**src/verilog/tbc_pkg.sv**
```systemverilog
// constants, register map and types for the time base counter block
package tbc_pkg;
    localparam int CLK_PERIOD_NS = 10;
    localparam int INSTR_CYCLE_NS = 1000;
    localparam int CYC_DIV = INSTR_CYCLE_NS / CLK_PERIOD_NS;
    localparam int RST_SHORT_CYC = 3;
    localparam int RST_LONG_CYC = 10;
    localparam int PRE_BITS = 2;
    localparam int T_BITS = 8;

    localparam logic [11:0] ADDR_ENABLE = 12'h000;
    localparam logic [11:0] ADDR_TIMER = 12'h004;
    localparam logic [11:0] ADDR_TSTCLR = 12'h008;
    localparam logic [11:0] ADDR_PORTS = 12'h00C;
    localparam logic [11:0] ADDR_QREG = 12'h010;
    localparam logic [11:0] ADDR_INLATCH = 12'h014;
    localparam logic [11:0] ADDR_INT_STAT = 12'h018;
    localparam logic [11:0] ADDR_INT_CLR = 12'h01C;
    localparam logic [11:0] ADDR_INT_EN = 12'h020;

    // enable register bit positions
    localparam int EN_SER_CNT = 0;
    localparam int EN_INT = 1;
    localparam int EN_LDRV = 2;
    localparam int EN_SO = 3;
    localparam int EN_ISRC0 = 4;
    localparam int EN_ISRC1 = 5;
    localparam int EN_CNT_SRC = 6;
    localparam int EN_RDRV = 7;
    // ctrl bit of the ports register
    localparam int PORTS_SKL = 20;

    localparam int IRQ_OVF = 0;
    localparam int IRQ_EXT = 1;
    localparam int IRQ_W = 2;

    localparam logic [7:0] EN_RESET = 8'h00;
    localparam logic [1:0] ISRC_FALL = 2'h0;
    localparam logic [1:0] ISRC_EDGE = 2'h2;
    localparam logic [1:0] ISRC_TOVF = 2'h3;

    typedef struct packed {
        logic [3:0] d;
        logic [3:0] g;
        logic [3:0] h;
        logic [7:0] r;
        logic r_oe;
        logic [7:0] l;
        logic l_oe;
    } port_out_s;

    typedef struct packed {
        logic clear;
        logic carry;
        logic [3:0] acc;
        logic [5:0] ram_addr;
        logic [10:0] pc;
    } core_init_s;

    typedef enum logic [1:0] {ST_RUN, ST_LOW, ST_RESET} pin_st_e;
endpackage : tbc_pkg

```
**src/verilog/time_base_counter.sv**
```systemverilog
// time base counter with overflow latch, event counting and reset sequencing
`timescale 1ns/1ns
module time_base_counter
    import tbc_pkg::*;
#(
    parameter int DIV = CYC_DIV,
    parameter bit EXT_TIMER = 1'b1
) (
    // clock and reset
    input wire logic mclk,
    input wire logic rst_n,
    // apb slave
    input wire logic psel,
    input wire logic penable,
    input wire logic pwrite,
    input wire logic [11:0] paddr,
    input wire logic [31:0] pwdata,
    output logic [31:0] prdata,
    output logic pready,
    output logic pslverr,
    // pins
    input wire logic reset_pin_n,
    input wire logic event_pulse_input,
    input wire logic interrupt_pulse_input,
    input wire logic [1:0] edge_pins,
    output logic shift_clock_pin,
    output logic serial_out,
    output port_out_s ports,
    output core_init_s core_init,
    output logic irq
);
    localparam int HALF = DIV / 2;
    localparam int CW = $clog2(DIV);
    localparam int SW = 5;

    logic [SW-1:0] sync1_r, sync2_r;
    logic [CW-1:0] cyc_r;
    logic tick;
    pin_st_e pin_st_r;
    logic [3:0] rst_len_r;
    logic pin_rst, long_rst;
    logic [7:0] enable_r;
    logic skl_r;
    logic [PRE_BITS-1:0] pre_r;
    logic [T_BITS-1:0] t_r;
    logic ovf_flag_r;
    logic [SW-1:0] samp_r;
    logic ev_fall, in1_fall, in1_edge;
    logic t_inc, overflow;
    logic [1:0] edge_latch_r;
    logic [IRQ_W-1:0] stat_r, irq_en_r, irq_ev;
    logic [7:0] q_r;
    logic [3:0] d_r, g_r, h_r;
    logic [7:0] r_r;
    logic acc_phase, wr, rd, hit;
    logic [31:0] rdata;
    logic src_evt;

    function automatic logic is_addr(input logic [11:0] a, input logic [11:0] ref_a);
        return a == ref_a;
    endfunction : is_addr

    // pin synchronisers; only stage two is read
    always_ff @(posedge mclk or negedge rst_n) begin
        if (!rst_n) begin
            sync1_r <= '1;
            sync2_r <= '1;
        end else begin
            sync1_r <= {edge_pins, interrupt_pulse_input, event_pulse_input, reset_pin_n};
            sync2_r <= sync1_r;
        end
    end

    // instruction cycle divider
    always_ff @(posedge mclk or negedge rst_n) begin
        if (!rst_n) begin
            cyc_r <= '0;
        end else if (tick) begin
            cyc_r <= '0;
        end else begin
            cyc_r <= cyc_r + CW'(1);
        end
    end
    assign tick = (cyc_r == CW'(DIV - 1));

    // reset pin qualification, counted in instruction cycles
    // a low pulse shorter than three ticks bumps the count and enters ST_LOW but never resets
    always_ff @(posedge mclk or negedge rst_n) begin
        if (!rst_n) begin
            pin_st_r <= ST_RUN;
            rst_len_r <= '0;
        end else if (sync2_r[0]) begin
            pin_st_r <= ST_RUN;
            rst_len_r <= '0;
        end else if (tick) begin
            if (rst_len_r != 4'(RST_LONG_CYC)) begin
                rst_len_r <= rst_len_r + 4'd1;
            end
            if (rst_len_r >= 4'(RST_SHORT_CYC - 1)) begin
                pin_st_r <= ST_RESET;
            end else begin
                pin_st_r <= ST_LOW;
            end
        end
    end
    assign pin_rst = (pin_st_r == ST_RESET);
    assign long_rst = (rst_len_r == 4'(RST_LONG_CYC));

    // apb decode: one wait state so read data leaves a flop
    assign acc_phase = psel && penable;
    assign wr = acc_phase && pready && pwrite;
    assign rd = acc_phase && pready && !pwrite;
    assign hit = is_addr(paddr, ADDR_ENABLE) || is_addr(paddr, ADDR_TIMER)
        || is_addr(paddr, ADDR_TSTCLR) || is_addr(paddr, ADDR_PORTS)
        || is_addr(paddr, ADDR_QREG) || is_addr(paddr, ADDR_INLATCH)
        || is_addr(paddr, ADDR_INT_STAT) || is_addr(paddr, ADDR_INT_CLR)
        || is_addr(paddr, ADDR_INT_EN);

    always_comb begin
        rdata = '0;
        unique case (1'b1)
            is_addr(paddr, ADDR_ENABLE): rdata[7:0] = enable_r;
            is_addr(paddr, ADDR_TIMER): rdata[9:0] = {t_r, pre_r};
            is_addr(paddr, ADDR_TSTCLR): rdata[0] = ovf_flag_r;
            is_addr(paddr, ADDR_PORTS): rdata = {11'h000, skl_r, r_r, h_r, g_r, d_r};
            is_addr(paddr, ADDR_QREG): rdata[7:0] = q_r;
            is_addr(paddr, ADDR_INLATCH): rdata[1:0] = edge_latch_r;
            is_addr(paddr, ADDR_INT_STAT): rdata[IRQ_W-1:0] = stat_r;
            is_addr(paddr, ADDR_INT_EN): rdata[IRQ_W-1:0] = irq_en_r;
            default: rdata = '0;
        endcase
    end

    always_ff @(posedge mclk or negedge rst_n) begin
        if (!rst_n) begin
            pready <= 1'b0;
            prdata <= '0;
            pslverr <= 1'b0;
        end else if (acc_phase && !pready) begin
            pready <= 1'b1;
            prdata <= rdata;
            pslverr <= !hit;
        end else begin
            pready <= 1'b0;
            pslverr <= 1'b0;
        end
    end

    // enable register and clock latch
    always_ff @(posedge mclk or negedge rst_n) begin
        if (!rst_n) begin
            enable_r <= EN_RESET;
            skl_r <= 1'b1;
        end else if (pin_rst) begin
            enable_r <= EN_RESET;
            skl_r <= 1'b1;
        end else if (wr && hit) begin
            if (is_addr(paddr, ADDR_ENABLE)) begin
                enable_r <= pwdata[7:0];
            end
            if (is_addr(paddr, ADDR_PORTS)) begin
                skl_r <= pwdata[PORTS_SKL];
            end
        end
    end
    // without extended access the source stays on the prescaler
    assign src_evt = EXT_TIMER && enable_r[EN_CNT_SRC];

    // sample pins once per instruction cycle
    always_ff @(posedge mclk or negedge rst_n) begin
        if (!rst_n) begin
            samp_r <= '1;
        end else if (tick) begin
            samp_r <= sync2_r;
        end
    end
    // a pulse shorter than one cycle can fall between samples
    assign ev_fall = tick && samp_r[1] && !sync2_r[1];
    assign in1_fall = tick && samp_r[2] && !sync2_r[2];
    assign in1_edge = tick && (samp_r[2] != sync2_r[2]);

    assign t_inc = src_evt ? ev_fall : (tick && (&pre_r));
    assign overflow = t_inc && (&t_r);

    // ten-bit time base: prescaler plus upper eight bits
    always_ff @(posedge mclk or negedge rst_n) begin
        if (!rst_n) begin
            pre_r <= '0;
            t_r <= '0;
        end else if (EXT_TIMER ? pin_rst : long_rst) begin
            pre_r <= '0;
            t_r <= '0;
        end else begin
            if (tick && !src_evt) begin
                pre_r <= pre_r + PRE_BITS'(1);
            end
            if (EXT_TIMER && wr && is_addr(paddr, ADDR_TIMER)) begin
                t_r <= pwdata[9:2];
            end else if (t_inc) begin
                t_r <= t_r + T_BITS'(1);
            end
        end
    end

    // overflow latch; a new overflow beats the test-and-clear
    always_ff @(posedge mclk or negedge rst_n) begin
        if (!rst_n) begin
            ovf_flag_r <= 1'b0;
        end else if (overflow || (!EXT_TIMER && long_rst)) begin
            ovf_flag_r <= 1'b1;
        end else if (rd && is_addr(paddr, ADDR_TSTCLR)) begin
            ovf_flag_r <= 1'b0;
        end
    end

    // edge latches for the two extra inputs, cleared by reading them
    // an edge in the cycle of the read survives, so the set wins
    always_ff @(posedge mclk or negedge rst_n) begin
        if (!rst_n) begin
            edge_latch_r <= '0;
        end else if (pin_rst) begin
            edge_latch_r <= '0;
        end else begin
            for (int i = 0; i < 2; i++) begin
                if (tick && samp_r[3+i] && !sync2_r[3+i]) begin
                    edge_latch_r[i] <= 1'b1;
                end else if (rd && is_addr(paddr, ADDR_INLATCH)) begin
                    edge_latch_r[i] <= 1'b0;
                end
            end
        end
    end

    // output latches
    always_ff @(posedge mclk or negedge rst_n) begin
        if (!rst_n) begin
            d_r <= '0;
            g_r <= '0;
            h_r <= '0;
            r_r <= '0;
            q_r <= '0;
        end else if (pin_rst) begin
            d_r <= '0;
            g_r <= '0;
            h_r <= '0;
            r_r <= '0;
            q_r <= '0;
        end else if (wr && is_addr(paddr, ADDR_PORTS)) begin
            {r_r, h_r, g_r, d_r} <= pwdata[19:0];
        end else if (wr && is_addr(paddr, ADDR_QREG)) begin
            q_r <= pwdata[7:0];
        end
    end

    always_ff @(posedge mclk or negedge rst_n) begin
        if (!rst_n) begin
            ports <= '0;
        end else begin
            ports <= '{d: d_r, g: g_r, h: h_r, r: r_r, r_oe: enable_r[EN_RDRV],
                l: q_r, l_oe: enable_r[EN_LDRV]};
        end
    end

    // shift clock runs at cycle rate during reset or when enabled as a clock
    always_ff @(posedge mclk or negedge rst_n) begin
        if (!rst_n) begin
            shift_clock_pin <= 1'b0;
            serial_out <= 1'b0;
        end else begin
            if (pin_st_r != ST_RUN || (!enable_r[EN_SER_CNT] && skl_r)) begin
                shift_clock_pin <= (cyc_r < CW'(HALF));
            end else begin
                shift_clock_pin <= enable_r[EN_SER_CNT] && skl_r;
            end
            // shift datapath lives elsewhere; shift mode drives the EN_SO bit here
            serial_out <= enable_r[EN_SER_CNT] && enable_r[EN_SO];
        end
    end

    // core register clear request, held for the whole reset
    always_ff @(posedge mclk or negedge rst_n) begin
        if (!rst_n) begin
            core_init <= '{clear: 1'b1, default: '0};
        end else begin
            core_init <= '{clear: pin_rst, default: '0};
        end
    end

    // interrupts
    // a clear written in the cycle of an event leaves that event pending
    always_comb begin
        irq_ev = '0;
        irq_ev[IRQ_OVF] = overflow;
        if (enable_r[EN_INT]) begin
            unique case (enable_r[EN_ISRC1:EN_ISRC0])
                ISRC_FALL: irq_ev[IRQ_EXT] = in1_fall;
                ISRC_EDGE: irq_ev[IRQ_EXT] = in1_edge;
                ISRC_TOVF: irq_ev[IRQ_EXT] = overflow;
                default: irq_ev[IRQ_EXT] = 1'b0;
            endcase
        end
    end

    always_ff @(posedge mclk or negedge rst_n) begin
        if (!rst_n) begin
            stat_r <= '0;
            irq_en_r <= '0;
            irq <= 1'b0;
        end else begin
            if (wr && is_addr(paddr, ADDR_INT_CLR)) begin
                stat_r <= irq_ev | (stat_r & ~pwdata[IRQ_W-1:0]);
            end else begin
                stat_r <= irq_ev | stat_r;
            end
            if (wr && is_addr(paddr, ADDR_INT_EN)) begin
                irq_en_r <= pwdata[IRQ_W-1:0];
            end
            irq <= |(stat_r & irq_en_r);
        end
    end
endmodule : time_base_counter

```
**config.mk**
```make
export PLATFORM = sky130hd
export DESIGN_NAME = time_base_counter
export DESIGN_NICKNAME = d
export VERILOG_FILES = /design/src/verilog/tbc_pkg.sv /design/src/verilog/time_base_counter.sv
export SDC_FILE = /design/constraint.sdc
export NUM_CORES = 1
export LEC_CHECK = 0
export BUFFER_PORTS_ARGS = -buffer_cell sky130_fd_sc_hd__buf_2
export CAP_MARGIN = 40
export CORE_AREA = 2 2 109 111
export CTS_BUF_LIST = sky130_fd_sc_hd__clkbuf_16
export CTS_CLUSTER_DIAMETER = 60
export DETAILED_ROUTE_END_ITERATION = 10
export DIE_AREA = 0 0 111 113
export GPL_TIMING_DRIVEN = 0
export PLACE_DENSITY = 0.88
export SLEW_MARGIN = 10
export SYNTH_ARGS = -nofsm -noshare
export SYNTH_HDL_FRONTEND = slang
export SYNTH_SLANG_ARGS = --single-unit
```
**constraint.sdc**
```tcl
create_clock -name mclk -period 2.7 [get_ports mclk]
set_input_delay 0 -clock mclk [delete_from_list [all_inputs] [get_ports mclk]]
set_output_delay 0 -clock mclk [all_outputs]
set_load 0.01 [all_outputs]
```
==> metrics.txt <==
switching part of the total power 0.2154; kind of critical path register to register; met2 usage 0.4155; hold_ws around 0.015 ns; Setup Skew about 0.0081 ns; PwrDens ~640 mW/mm2; number of enable flip-flop cells after synthesis 0; post-layout util 0.6763; RSZ-0062 raised after global routing false; Remaining DRCs 0; Most used DFF post-synth dfrtp_1; Seq pwr share 0.428; leading area contributor after synthesis dfrtp_1; TritonRoute pass-1 iters 7; most used routing layer met2; Worst Setup SP cyc_r[4]; Reg2Reg Depth 4; GRT Util Overall 0.2496; Die Width 111 um; post-route cell area 0.007624 mm2; CP Capture Point samp_r[4]; Synth Warn # 0; synth top area cells dfrtp_1, dfstp_2, mux2i_1; Slew Viols, Final 0; Max Root-Sink Buffers 2; Rel. slew slack 0.3990; TritonCTS Sinks around 140; clk_lat worst skew roughly 0.42 ns; startpoint types register; Max Fanout on Critical Path 10; Comb pwr share 0.050; Die ar. between 0.01 and 0.015 mm2; H-tree depth 4; vias in the first global route 4760; first-pass GRT wire length 24.38 mm; Async SR Flop Fraction 1.000; Via Count 4789; antenna violations before repair 0; Post-Syn Area about 0.0059 mm2; Num CTS Buffers 17; total gr overflow 0; WP data required roughly 3.1 ns; status finished, final reports clean; DP HPWL just over 10 mm; cell depth of the worst hold path 5; nets@finish 769; Max stage delay on crit path roughly 0.45 ns; DRT antenna net count 0; Int Power approximately 3.8 mW; Final Hold Fails 0; pin count of the biggest net entering global routing 74; slowest CP cell nor2_1; share of layout cells above drive strength 1 0.2683; flop-to-flop setup slack 0.50 ns; num rows 39; worst vdd ir between 400 and 500 uV; Mapped Cells approximately 530; met1 Use GR 0.3215; crit path time final about 2.2 ns; CTS tree done; Clock power frac 0.522; Clock Tree Root clkbuf_16; CP Cell Sequence or3_1 > nor2_1 > clkbuf_1 > mux2_1; CTS clk-pin slew, worst paths roughly 0.060 ns; Die H between 100 and 150 um; ant diodes 0; P_leak 3.781 nW; Core ar. 0.01127 mm2; # IOs approximately 140; DR vias/cell approximately 5.5; global placement routability congestion a little under 0.9; post-synth top area share 0.5187; most numerous cell in the Yosys netlist dfrtp_1; count of cell types in the netlist between 50 and 60; Initial Util 0.5221; measured slew at the worst slew-check pin 0.8998 ns; Min-Delay Path Class input pin to register; total wire length roughly 15 mm; P&R area growth vs syn 29.53%; max cap viols 0; IO buf count 97; Reg-to-Reg Start cyc_r[4]; worst slack at placement ~0.46 ns; Max Freq 0.4539 GHz; GR met3 Demand/Resource 0.05892; drt initial violations between 500 and 600; post-synthesis sequential area ratio 0.5901; Final WS setup just under 0.5 ns; Post-CTS Setup Repair Bufs 0; Seq cells post-synth approximately 140; arrival time at the worst endpoint around 2.6 ns; Post-Syn Area per Cell approximately 11 um2; DP Area around 0.0067 mm2; # setup viols final 0; top post-synthesis cells by count dfrtp_1, nand2_1, a21oi_1, buf_4; RR Endpoint samp_r[4]; wire length per cell between 15 and 20 um; sw power around 1.1 mW; filler cell count 818; Worst Setup End Kind register; Tcrit/Tclk final 0.8160
-- state kept, by name, indices dropped and copies added, names as in the netlist, 4 cells and up --
| signal | cells |
|---|---|
| rst_len_r | 4 |
| prdata | 21 |
| enable_r | 8 |
| sync1_r | 5 |
| q_r | 8 |
| ports | 30 |
| h_r | 4 |
| samp_r | 4 |
| sync2_r | 5 |
| g_r | 4 |
| cyc_r | 7 |
| r_r | 8 |
| t_r | 8 |
| d_r | 4 |
-- through the flow --
stage	TNS [ns]	power, mW	std cells
finish	0	4.883	866
detailed placement	0	2.337	807
floorplan	0	2.232	566
global route	0	5.018	866
global placement	-5.246	2.328	806
CTS	0	4.882	866
-- cell usage in the layout, fill, tap and decap left out, types with 3 or more instances in the layout --
cell	netlist	layout
or3_1	6	6
nand2_1	72	72
xnor2_1	8	8
a22o_1	18	18
dlygate4sd3_1	0	27
and3_1	4	4
inv_1	6	7
clkinvlp_4	0	3
o21ai_0	15	15
o21ai_1	12	12
buf_2	4	100
mux2_2	6	6
a21oi_1	37	37
dfrtp_1	122	122
clkinv_4	0	3
mux2i_1	27	27
buf_1	3	3
nor2b_1	6	6
a31oi_1	4	4
nor2_1	27	27
buf_4	34	34
clkbuf_16	0	17
o22ai_1	6	6
conb_1	1	33
nand3_1	22	22
bufinv_16	0	5
clkbuf_1	17	17
nand4_1	6	6
dfstp_2	16	16
xor2_1	6	6
and4_1	3	3
ha_1	5	5
o211ai_1	3	3
nor3_1	9	9
-- power by group through the flow --
stage          registers [mW]  clock network (mW)  logic (mW)
5_1_grt                  2.09                2.66       0.269
3_5_place_dp             2.13                   0       0.210
6_report                 2.09                2.55       0.245
2_1_floorplan            2.13                   0       0.106
4_1_cts                  2.09                2.55       0.241
3_3_place_gp             2.13                   0       0.202
-- how the worst min path moves through the flow --
stage / start / endpoint
after floorplan: rst_n / cyc_r[0]
after global placement: edge_pins[1] / sync1_r[4]
after detailed placement: rst_n / rst_len_r[2]
after CTS: pwrite / ovf_flag_r
after global routing: pwrite / ovf_flag_r
final: pwrite / ovf_flag_r
-- per-layer routing --
metal  vias up  wire length (um)
met1      2340              6331
met4         0               293
li1       2157                 -
met2       261              7454
met3        31              1221
met5         -                 0
-- cell families after synthesis --
family | count (synthesis) | synth area share
AOI/OAI and AO/OA | 105 | 0.1108
xor gates and xnor gates | 14 | 0.02083
adders and majority gates | 5 | 0.01063
buffers and inverters | 65 | 0.06399
DFF | 138 | 0.5901
muxes | 34 | 0.05931
other | 1 | 0.0006371
and+or+nand+nor | 172 | 0.1437
-- area by class of cell --
class                      count  area [um2]  area share
sequential                   138        3473      0.4556
multi-input combinational    363        2156      0.2828
timing repair buffer         125       789.5      0.1036
clock buffer                  17       425.4     0.05580
buffer                        58       350.3     0.04595
clock inverter                15       224.0     0.02938
tap                          143       178.9     0.02347
inverter                       7       26.28    0.003447
-- worst max-delay path, delay by kind of cell (launching register included) --
kind	cells	cell delay (ns)
DFF	1	0.43
buffers and inverters	1	0.44
muxes	1	0.37
and+or+nand+nor	2	0.88
-- repair_timing --
item	CTS	global route
resized for setup	0	0
endpoints found under the hold margin	122	0
hold buffers	27	0
(Power assumes the default switching activity.)
